--- config.mk ---
export PLATFORM = sky130hd
export DESIGN_NAME = aai_intc
export DESIGN_NICKNAME = d
export VERILOG_FILES = /design/src/rtl/aai_pkg.sv /design/src/rtl/aai_pin_if.sv /design/src/rtl/aai_intc.sv /design/src/rtl/aai_pin_shaper.sv
export VERILOG_INCLUDE_DIRS = /design/src /design/src/rtl
export SDC_FILE = /design/constraint.sdc
export NUM_CORES = 1
export LEC_CHECK = 0
export BUFFER_PORTS_ARGS = -buffer_cell sky130_fd_sc_hd__buf_4
export CORE_ASPECT_RATIO = 1.4
export CORE_MARGIN = 2
export CORE_UTILIZATION = 35
export CTS_CLUSTER_SIZE = 20
export DETAILED_ROUTE_END_ITERATION = 8
export PLACE_DENSITY = 0.63
export SLEW_MARGIN = 20
export SYNTH_ARGS = -nofsm -noshare
export SYNTH_HDL_FRONTEND = slang
export SYNTH_SLANG_ARGS = --single-unit
--- constraint.sdc ---
create_clock -name clk -period 1.8 [get_ports clk]
set_clock_uncertainty 0.05 [all_clocks]
set_input_delay 0.36 -clock clk [delete_from_list [all_inputs] [get_ports clk]]
set_output_delay 0.36 -clock clk [all_outputs]
set_load 0.02 [all_outputs]
--- src/rtl/aai_params.svh ---
// Offsets, field positions, reset values and timing figures of the audio interrupt logic
`ifndef AAI_PARAMS_SVH
`define AAI_PARAMS_SVH

// ==========================================
// Register offsets
`define AAI_ADDR_CFG 8'h32
`define AAI_ADDR_MASK 8'h33
`define AAI_ADDR_LATCH 8'h36

// ==========================================
// Reset values
`define AAI_CFG_RST 8'h00
`define AAI_MASK_RST 8'hFF
`define AAI_LATCH_RST 5'h00
`define AAI_RDATA_RST 8'h00

// ==========================================
// Field positions
`define AAI_CFG_POL 7
`define AAI_CFG_MODE_HI 6
`define AAI_CFG_MODE_LO 5
`define AAI_CFG_RB 2
`define AAI_EV_MSB 7
`define AAI_EV_LSB 3
`define AAI_EV_SERIAL_CLK 7
`define AAI_EV_PLL_LOCK 6
`define AAI_EV_MIX_SAT 5
`define AAI_EV_VOICE_UP 4
`define AAI_EV_VOICE_DOWN 3

// ==========================================
// Timing
`define AAI_CLK_KHZ 40000
`define AAI_PULSE_MS 2
`define AAI_PERIOD_MS 4

`endif

--- src/rtl/aai_pkg.sv ---
// Types shared by the audio interrupt logic
package aai_pkg;

	// ==========================================
	// Event mode field encoding
	typedef enum logic [1:0]
	{
		AAI_MODE_LEVEL = 2'h0,
		AAI_MODE_UNUSED = 2'h1,
		AAI_MODE_REPEAT = 2'h2,
		AAI_MODE_SINGLE = 2'h3
	} aai_mode_t;

	// ==========================================
	// Stored configuration fields
	typedef struct packed
	{
		logic pin_polarity;
		aai_mode_t mode;
		logic readback_config;
	} aai_cfg_t;

endpackage

--- src/rtl/aai_pin_if.sv ---
// Link between the register core and the interrupt pin shaper
`timescale 1ns/1ps
`default_nettype none

interface aai_pin_if;
	import aai_pkg::*;

	aai_mode_t mode;
	logic level_req;
	logic new_event;
	logic active;

	modport core
	(
		output mode,
		output level_req,
		output new_event,
		input active
	);

	modport shaper
	(
		input mode,
		input level_req,
		input new_event,
		output active
	);
endinterface

`default_nettype wire

--- src/rtl/aai_intc.sv ---
// Audio converter interrupt logic: config, mask and latch registers with pin drive
`timescale 1ns/1ps
`default_nettype none
`include "aai_params.svh"

module aai_intc
#(
	parameter int PULSE_CYC = `AAI_PULSE_MS * `AAI_CLK_KHZ,
	parameter int PERIOD_CYC = `AAI_PERIOD_MS * `AAI_CLK_KHZ
)
(
	// Clock and reset
	input wire logic clk,
	input wire logic nrst,
	// Register access from the control port
	input wire logic [7:0] reg_addr,
	input wire logic [7:0] reg_wdata,
	input wire logic reg_wr,
	input wire logic reg_rd,
	output logic [7:0] reg_rdata_ff,
	// Event sources, one-cycle pulses, bit 4 maps latch bit 7
	input wire logic serial_audio_port_clk_err,
	input wire logic pll_lock,
	input wire logic mix_saturation,
	input wire logic voice_activity_up,
	input wire logic voice_activity_down,
	// Interrupt pin
	output logic int_pin_ff
);
	import aai_pkg::*;

	localparam int EVW = `AAI_EV_MSB - `AAI_EV_LSB + 1;

	// ==========================================
	// Decode shared by write, read and clear
	function automatic logic hit(input logic [7:0] addr, input logic [7:0] target);
		hit = (addr == target);
	endfunction

	aai_cfg_t cfg_ff;
	aai_cfg_t nxt_cfg;
	logic [7:0] event_mask_ff;
	logic [7:0] nxt_event_mask;
	logic [EVW-1:0] event_latch_ff;
	logic [EVW-1:0] nxt_event_latch;
	logic [7:0] nxt_reg_rdata;
	logic nxt_int_pin;
	logic [EVW-1:0] ev_in;
	logic [EVW-1:0] ev_enabled;
	logic [EVW-1:0] latch_view;

	aai_pin_if pin_link();

	// ==========================================
	// Event mapping
	assign ev_in[`AAI_EV_SERIAL_CLK - `AAI_EV_LSB] = serial_audio_port_clk_err;
	assign ev_in[`AAI_EV_PLL_LOCK - `AAI_EV_LSB] = pll_lock;
	assign ev_in[`AAI_EV_MIX_SAT - `AAI_EV_LSB] = mix_saturation;
	assign ev_in[`AAI_EV_VOICE_UP - `AAI_EV_LSB] = voice_activity_up;
	assign ev_in[`AAI_EV_VOICE_DOWN - `AAI_EV_LSB] = voice_activity_down;

	// Zero in a mask bit enables that event
	assign ev_enabled = ~event_mask_ff[`AAI_EV_MSB:`AAI_EV_LSB];

	// ==========================================
	// Configuration and mask registers
	always_comb
	begin
		nxt_cfg = cfg_ff;
		nxt_event_mask = event_mask_ff;
		if (reg_wr && hit(reg_addr, `AAI_ADDR_CFG))
		begin
			// Reserved config bits are not stored, so they always read back zero
			nxt_cfg.pin_polarity = reg_wdata[`AAI_CFG_POL];
			nxt_cfg.mode = aai_mode_t'(reg_wdata[`AAI_CFG_MODE_HI:`AAI_CFG_MODE_LO]);
			nxt_cfg.readback_config = reg_wdata[`AAI_CFG_RB];
		end
		if (reg_wr && hit(reg_addr, `AAI_ADDR_MASK))
		begin
			// Low reserved bits are stored as written; software keeps them at one
			nxt_event_mask = reg_wdata;
		end
	end

	always_ff @(posedge clk or negedge nrst)
	begin
		if (!nrst)
		begin
			cfg_ff <= aai_cfg_t'(4'h0);
			event_mask_ff <= `AAI_MASK_RST;
		end
		else
		begin
			cfg_ff <= nxt_cfg;
			event_mask_ff <= nxt_event_mask;
		end
	end

	// ==========================================
	// Event latch
	generate
		for (genvar i = 0; i < EVW; i++)
		begin : g_latch
			always_comb
			begin
				nxt_event_latch[i] = event_latch_ff[i];
				// Whole register clears on read, masked bits too
				if (reg_rd && hit(reg_addr, `AAI_ADDR_LATCH))
				begin
					nxt_event_latch[i] = 1'b0;
				end
				// An event in the read cycle survives the clear
				if (ev_in[i])
				begin
					nxt_event_latch[i] = 1'b1;
				end
			end
		end
	endgenerate

	always_ff @(posedge clk or negedge nrst)
	begin
		if (!nrst)
		begin
			event_latch_ff <= `AAI_LATCH_RST;
		end
		else
		begin
			event_latch_ff <= nxt_event_latch;
		end
	end

	// ==========================================
	// Read data
	assign latch_view = cfg_ff.readback_config ? (event_latch_ff & ev_enabled) : event_latch_ff;

	always_comb
	begin
		nxt_reg_rdata = reg_rdata_ff;
		if (reg_rd)
		begin
			if (hit(reg_addr, `AAI_ADDR_CFG))
			begin
				nxt_reg_rdata = {cfg_ff.pin_polarity, cfg_ff.mode, 2'h0, cfg_ff.readback_config, 2'h0};
			end
			else if (hit(reg_addr, `AAI_ADDR_MASK))
			begin
				nxt_reg_rdata = event_mask_ff;
			end
			else if (hit(reg_addr, `AAI_ADDR_LATCH))
			begin
				nxt_reg_rdata = {latch_view, 3'h0};
			end
			else
			begin
				nxt_reg_rdata = 8'h00;
			end
		end
	end

	always_ff @(posedge clk or negedge nrst)
	begin
		if (!nrst)
		begin
			reg_rdata_ff <= `AAI_RDATA_RST;
		end
		else
		begin
			reg_rdata_ff <= nxt_reg_rdata;
		end
	end

	// ==========================================
	// Pin request and shaping
	assign pin_link.mode = cfg_ff.mode;
	assign pin_link.level_req = |(event_latch_ff & ev_enabled);
	assign pin_link.new_event = |(ev_in & ev_enabled);

	aai_pin_shaper
	#(
		.PULSE_CYC(PULSE_CYC),
		.PERIOD_CYC(PERIOD_CYC)
	)
	u_shaper
	(
		.clk(clk),
		.nrst(nrst),
		.pin(pin_link.shaper)
	);

	// Registered so the pin never glitches on a mode or polarity change
	assign nxt_int_pin = cfg_ff.pin_polarity ? pin_link.active : !pin_link.active;

	always_ff @(posedge clk or negedge nrst)
	begin
		if (!nrst)
		begin
			int_pin_ff <= 1'b1;
		end
		else
		begin
			int_pin_ff <= nxt_int_pin;
		end
	end

	// ==========================================
	// Checks
	latch_set_a: assert property (@(posedge clk) disable iff (!nrst)
		(|ev_in) |=> ((event_latch_ff & $past(ev_in)) == $past(ev_in)))
		else $error("event not latched");

	read_clear_a: assert property (@(posedge clk) disable iff (!nrst)
		(reg_rd && reg_addr == `AAI_ADDR_LATCH && ev_in == '0) |=> (event_latch_ff == '0))
		else $error("latch not cleared by read");

	mask_write_a: assert property (@(posedge clk) disable iff (!nrst)
		(reg_wr && reg_addr == `AAI_ADDR_MASK) |=> (event_mask_ff == $past(reg_wdata)))
		else $error("mask write lost");

	raw_readback_a: assert property (@(posedge clk) disable iff (!nrst)
		(reg_rd && reg_addr == `AAI_ADDR_LATCH && !cfg_ff.readback_config)
		|=> (reg_rdata_ff == {$past(event_latch_ff), 3'h0}))
		else $error("latch readback not raw");

	masked_readback_a: assert property (@(posedge clk) disable iff (!nrst)
		(reg_rd && reg_addr == `AAI_ADDR_LATCH && cfg_ff.readback_config)
		|=> (reg_rdata_ff[7:3] == ($past(event_latch_ff) & ~$past(event_mask_ff[7:3]))))
		else $error("masked event visible in readback");

	latch_low_a: assert property (@(posedge clk) disable iff (!nrst)
		(reg_rd && reg_addr == `AAI_ADDR_LATCH) |=> (reg_rdata_ff[2:0] == 3'h0))
		else $error("latch low bits not zero");

	cfg_reserved_a: assert property (@(posedge clk) disable iff (!nrst)
		(reg_rd && reg_addr == `AAI_ADDR_CFG) |=> (reg_rdata_ff[4:3] == 2'h0 && reg_rdata_ff[1:0] == 2'h0))
		else $error("config reserved bits not zero");

	level_pin_a: assert property (@(posedge clk) disable iff (!nrst)
		(cfg_ff.mode == AAI_MODE_LEVEL)
		|=> (int_pin_ff == ($past(cfg_ff.pin_polarity) ? $past(pin_link.level_req) : !$past(pin_link.level_req))))
		else $error("level mode pin wrong");

	pin_polarity_a: assert property (@(posedge clk) disable iff (!nrst)
		(!pin_link.active && cfg_ff.pin_polarity) |=> !int_pin_ff)
		else $error("idle active-high pin asserted");

	cfg_write_a: assert property (@(posedge clk) disable iff (!nrst)
		(reg_wr && reg_addr == `AAI_ADDR_CFG)
		|=> (cfg_ff.pin_polarity == $past(reg_wdata[`AAI_CFG_POL])
		&& cfg_ff.mode == aai_mode_t'($past(reg_wdata[`AAI_CFG_MODE_HI:`AAI_CFG_MODE_LO]))
		&& cfg_ff.readback_config == $past(reg_wdata[`AAI_CFG_RB])))
		else $error("config write lost");

	mask_read_a: assert property (@(posedge clk) disable iff (!nrst)
		(reg_rd && reg_addr == `AAI_ADDR_MASK) |=> (reg_rdata_ff == $past(event_mask_ff)))
		else $error("mask readback wrong");

	cfg_read_a: assert property (@(posedge clk) disable iff (!nrst)
		(reg_rd && reg_addr == `AAI_ADDR_CFG)
		|=> (reg_rdata_ff[`AAI_CFG_POL] == $past(cfg_ff.pin_polarity)
		&& reg_rdata_ff[`AAI_CFG_RB] == $past(cfg_ff.readback_config)))
		else $error("config readback wrong");

	clk_err_latch_a: assert property (@(posedge clk) disable iff (!nrst)
		serial_audio_port_clk_err |=> event_latch_ff[`AAI_EV_SERIAL_CLK - `AAI_EV_LSB])
		else $error("clock error not latched");

	pll_lock_latch_a: assert property (@(posedge clk) disable iff (!nrst)
		pll_lock |=> event_latch_ff[`AAI_EV_PLL_LOCK - `AAI_EV_LSB])
		else $error("lock event not latched");

	saturation_latch_a: assert property (@(posedge clk) disable iff (!nrst)
		mix_saturation |=> event_latch_ff[`AAI_EV_MIX_SAT - `AAI_EV_LSB])
		else $error("saturation event not latched");

	voice_up_latch_a: assert property (@(posedge clk) disable iff (!nrst)
		voice_activity_up |=> event_latch_ff[`AAI_EV_VOICE_UP - `AAI_EV_LSB])
		else $error("voice up event not latched");

	voice_down_latch_a: assert property (@(posedge clk) disable iff (!nrst)
		voice_activity_down |=> event_latch_ff[`AAI_EV_VOICE_DOWN - `AAI_EV_LSB])
		else $error("voice down event not latched");

	latch_hold_a: assert property (@(posedge clk) disable iff (!nrst)
		(!(reg_rd && reg_addr == `AAI_ADDR_LATCH) && ev_in == '0) |=> $stable(event_latch_ff))
		else $error("latch changed without event or read");

	mode_idle_a: assert property (@(posedge clk) disable iff (!nrst)
		(cfg_ff.mode == AAI_MODE_UNUSED) |=> (int_pin_ff == !$past(cfg_ff.pin_polarity)))
		else $error("reserved mode drove the pin");

	repeat_idle_a: assert property (@(posedge clk) disable iff (!nrst)
		(cfg_ff.mode == AAI_MODE_REPEAT && !pin_link.level_req) |=> (int_pin_ff == !$past(cfg_ff.pin_polarity)))
		else $error("repeating mode pin active without request");

	single_start_a: assert property (@(posedge clk) disable iff (!nrst)
		(cfg_ff.mode == AAI_MODE_SINGLE && pin_link.new_event) ##1 (cfg_ff.mode == AAI_MODE_SINGLE)
		|=> (int_pin_ff == $past(cfg_ff.pin_polarity)))
		else $error("single pulse missing on pin");

endmodule

`default_nettype wire

--- src/rtl/aai_pin_shaper.sv ---
// Interrupt pin shaper: level, repeating pulse and single pulse
`timescale 1ns/1ps
`default_nettype none

module aai_pin_shaper
#(
	parameter int PULSE_CYC = 80000,
	parameter int PERIOD_CYC = 160000
)
(
	// Clock and reset
	input wire logic clk,
	input wire logic nrst,
	// Core side
	aai_pin_if.shaper pin
);
	import aai_pkg::*;

	localparam int CW = $clog2(PERIOD_CYC + 1);

	logic [CW-1:0] cnt_ff;
	logic [CW-1:0] nxt_cnt;

	// ==========================================
	// Pulse timer
	always_comb
	begin
		nxt_cnt = '0;
		pin.active = 1'b0;
		unique case (pin.mode)
			AAI_MODE_LEVEL:
			begin
				pin.active = pin.level_req;
			end
			AAI_MODE_UNUSED:
			begin
				pin.active = 1'b0;
			end
			AAI_MODE_REPEAT:
			begin
				// Timer restarts whenever the request falls, so each burst opens with a full pulse
				if (pin.level_req)
				begin
					nxt_cnt = (cnt_ff == CW'(PERIOD_CYC - 1)) ? '0 : cnt_ff + CW'(1);
				end
				pin.active = pin.level_req && (cnt_ff < CW'(PULSE_CYC));
			end
			AAI_MODE_SINGLE:
			begin
				// A new event during a pulse stretches it rather than adding a gap
				if (pin.new_event)
				begin
					nxt_cnt = CW'(PULSE_CYC);
				end
				else if (cnt_ff != '0)
				begin
					nxt_cnt = cnt_ff - CW'(1);
				end
				pin.active = (cnt_ff != '0);
			end
		endcase
	end

	always_ff @(posedge clk or negedge nrst)
	begin
		if (!nrst)
		begin
			cnt_ff <= '0;
		end
		else
		begin
			cnt_ff <= nxt_cnt;
		end
	end

	// ==========================================
	// Checks
	single_pulse_a: assert property (@(posedge clk) disable iff (!nrst)
		(pin.mode == AAI_MODE_SINGLE && pin.new_event) ##1 (pin.mode == AAI_MODE_SINGLE) |-> pin.active [*4])
		else $error("single pulse did not start");

	repeat_gap_a: assert property (@(posedge clk) disable iff (!nrst)
		(pin.mode == AAI_MODE_REPEAT && cnt_ff >= CW'(PULSE_CYC)) |-> !pin.active)
		else $error("repeating pulse active in its off half");

endmodule

`default_nettype wire

==> results.md <==
Run status:
- The run finished, with violations left.
- The final reports fail on negative setup slack.

Clock tree:
- The H-tree depth is 2.
- After clock tree synthesis, the clock-pin slew on the worst setup and hold paths is 70 ps.
- The cell sitting at the root of the clock tree is a clkbuf_16.
- Clock tree synthesis found a total of 44 sinks.
- Clock latency on the worst-skew pair, taken at its later pin, is 290 ps.
- No sink is reached through more buffers than the 2 on the longest clock path.
- The number of clock buffers inserted by TritonCTS is 5.
- The TritonCTS clock tree is yes.

Job:
- The max-cap violation count is 0.

Pwr:
- The leakage power is 1.77 nW.
- The worst voltage drop across the vdd grid is 0.000492 V.
- The internal portion of the total power is 1.80 mW.
- Net switching is 22.1% of the power.
- Power comes to 2.31 mW.
- The relative contribution of combinational cells to total power is 7.9%.
- The clock network burns 47.7% of the power.
- Sequential cells burn 44.4% of the power.
- For this design the ratio of total power to cell area is 585 mW/mm2.
- Summed over all nets, the switching power comes to 0.510 mW.

Logic synthesis:
- The number of synthesized flops with an enable pin is 0.
- Among all cell types in the netlist, the one instantiated most often is dfrtp_1.
- The synthesized design devotes to its leading area cell type 30.7% of total area.
- After synthesis, flip-flops and latches occupy 39.0% of the total area.
- In this run the cell area of the synthesized design comes to 0.00285 mm2.
- The mean post-synth cell area is 9.87 um2.
- Counting every net in the synthesized netlist gives 316.
- The most used flip-flop cell after synthesis is dfrtp_1.
- The post-synthesis async set-or-reset flop share is 100%.
- By area the synthesized netlist is led by dfrtp_1 31%, dfstp_2 8.3%, mux2_2 5.1%.
- By count the netlist is led by 35 x dfrtp_1, 21 x nand2_1, 18 x nand3_1, 17 x nand4_1.
- The number of different library cells used by synthesis comes to 63.
- Yosys printed 0 warnings.
- Summed over all instances, the cell type with the most area after synthesis is dfrtp_1.
- The number of standard cells after synthesis is 289.
- After synthesis the netlist holds a flip-flop and latch count of 44.

Global routing:
- The initial antenna violation count came to 0.
- Entering global routing, the biggest net connects 45 pins.
- For this run the aggregate overflow at the end of global routing stands at 0.
- Across every metal layer, demand over resource in global routing totals 19.6%.
- The number of global-route vias before repair is 2925.
- The first-pass GRT wire length is 13700 um.

Placed design:
- In this run, placement finished with an instance count of 476.
- The number of input and output port buffers inserted is 33.
- After detailed placement, the total cell area comes to 0.00357 mm2.
- Once detailed placement completed, the half-perimeter wirelength came to 6000 um.
- At the end of routability-driven placement, the weighted congestion stood at 0.856.

STA:
- The number of slew-limit violations in the final report came to 0.
- Hold timing on the final database bottoms out at a slack of 18.1 ps.
- The number of hold violations in the final report is 0.
- Timing would allow up to 502 MHz.
- The worst path uses 111% of the clock period.
- The routed design could run at a clock period as short as 1990 ps.
- In the post-route analysis, the smallest setup slack over all paths is -190 ps.
- The total setup violations reported at the end of the flow is 19.
- Setup repair after global routing could not meet its margin everywhere.
- At the pin with the least slew margin, the transition time is 585 ps.
- The worst slew margin relative to its limit is 61.0%.
- After routing, the total negative slack on setup checks comes to -2880 ps.

Drt:
- For this block, the via count after detailed routing is 2782.
- In this run the remaining antenna-violating nets after routing total 0.
- The count of unresolved DRC violations after routing is 0.
- The via density per instance is 5.64.
- The total length of routed wires is 8210 um.
- The DRC marker count from the first detailed-route iteration is 151.
- The pre-antenna-repair detailed-routing pass consisted of 7 iterations.
- The per-cell routed wire length is 16.7 um.

Die:
- Pin placement for this block handled 34 I/O pins.
- The die footprint is 0.00890 mm2.
- In this run the standard cell core region covers 0.00805 mm2.
- The die is 111 um tall.
- The initial cell density of the core is 35.4%.
- After floorplanning, the core was divided into 39 placement rows.
- Measured along the x axis, the die boundary spans 80.3 um.

Layout:
- The number of nets in the finished design is 417.
- The final-layout fill cell count is 758.
- For this run, the number of standard cells in the final layout without fillers is 493.
- The antenna diode instance count is 0.
- The share of layout cells above drive strength 1 is 45.0%.
- The post-route cell area is 0.00395 mm2.
- The growth of design area from synthesis to finish is 38.4%.

Worst hold path:
- The class of the most critical hold timing path is in -> async.

Setup path:
- For this design, the slowest cell found on the critical path is dfrtp_1.
- STA puts the critical path data arrival time at 2090 ps.
- The biggest fanout along the worst timing path is 7.
- Walking the worst path, the cells encountered are inv_2 > ha_4 > nor4b_4 > nand4_2 > o311a_4 > buf_6 > o211ai_1 > o311ai_1.
- The worst register-to-register path has a depth of 8.
- The endpoint required time on the critical path is 1900 ps.
- STA classifies the critical path endpoint as a register.
- The worst setup path is launched from a register.
- On the worst path, the slowest cell contributes a delay of 390 ps.
- The worst setup path category is reg -> reg.
critical path: cells and delay by family (launching register included):
kind / cells / cell delay, ps
AOI/OAI and AO/OA: 3 / 590
and+or+nand+nor: 2 / 450
DFF: 1 / 390
buffers and inverters: 2 / 230
adders and majority gates: 1 / 140
cell usage in the layout (no fill, tap or decap), types with 4 or more instances in the layout:
| cell type | count |
|---|---|
| nand2_1 | 20 |
| buf_6 | 5 |
| a21o_1 | 6 |
| mux2_2 | 12 |
| nand2b_1 | 6 |
| buf_4 | 107 |
| clkbuf_16 | 5 |
| nand3_1 | 17 |
| nor4_1 | 5 |
| xnor2_1 | 6 |
| nand4b_1 | 4 |
| nor3_1 | 8 |
| nor2_1 | 10 |
| nand4_1 | 17 |
| dfstp_2 | 9 |
| o31a_1 | 4 |
| nor2b_1 | 7 |
| a21oi_1 | 8 |
| inv_1 | 11 |
| o211ai_1 | 8 |
| dfrtp_1 | 35 |
kinds of logic after synthesis:
family / after synthesis / share of synthesized area, %
multiplexers: 14 / 5.48
adder cells (fa/ha/maj): 2 / 0.877
flip-flops: 44 / 39.0
XOR/XNOR: 8 / 2.46
AO/OA/AOI/OAI: 65 / 17.9
AND/OR/NAND/NOR: 123 / 25.9
buffers and inverters: 33 / 8.38
per-stage QoR:
| stage | util (%) | worst slack, ps |
|---|---|---|
| 6_report | 49.0 | -190 |
| 5_1_grt | 49.0 | -283 |
| 4_1_cts | 48.5 | -200 |
| 3_5_place_dp | 44.4 | -313 |
| 3_3_place_gp | 44.4 | -223 |
| 2_1_floorplan | - | -194 |
layout make-up:
cell class | count | area (um2) | share of cell area (%)
Multi-Input combinational cell | 212 | 1610 | 40.9
Sequential cell | 44 | 1110 | 28.2
Timing Repair Buffer | 113 | 865 | 21.9
Inverter | 14 | 52.6 | 1.33
Clock buffer | 6 | 139 | 3.52
Tap cell | 102 | 128 | 3.23
Clock inverter | 2 | 38.8 | 0.982
flip-flops by register name (all words and copies together) (netlist names):
name	cells
reg_rdata_ff	8
event_latch_ff	5
event_mask_ff	8
int_pin_ff	1
pin_link.mode	2
cfg_ff	2
u_shaper.cnt_ff	18
power by group through the flow:
stage / Sequential (mW) / Combinational (mW) / Clock, mW
2_1_floorplan: 1.05 / 0.0661 / 0
4_1_cts: 1.03 / 0.184 / 1.13
3_3_place_gp: 1.04 / 0.175 / 0
5_1_grt: 1.03 / 0.203 / 1.16
6_report: 1.02 / 0.183 / 1.10
3_5_place_dp: 1.04 / 0.179 / 0
final timing paths:
| kind | startpoint | end | slack [ps] |
|---|---|---|---|
| hold reg to reg | cfg_ff[3] | int_pin_ff | 440 |
| max in group asynchronous | nrst | event_latch_ff[0] | 1280 |
| min in group clk | voice_activity_up | event_latch_ff[1] | 210 |
| hold / removal | nrst | u_shaper.cnt_ff[8] | 20 |
| setup / recovery | u_shaper.cnt_ff[0] | u_shaper.cnt_ff[17] | -190 |
| setup reg to reg | u_shaper.cnt_ff[0] | u_shaper.cnt_ff[17] | -190 |
repair_timing:
action | CTS | global route
setup endpoints to repair | 19 | 19
hold endpoints to repair | 0 | 0
cloned | 1 | 0
setup buffers | 7 | 1
gates resized for setup | 25 | 6
hold buffers | 0 | 0
pin swaps | 14 | 4
routing by layer:
metal	vias to the layer above	GRT usage [%]	share of wire, %
met5	-	0	0
met4	0	8.70	3.3
met3	20	3.01	3.9
met2	75	34.6	53
met1	1391	22.7	40
li1	1296	-	-
(Power assumes the default switching activity.)
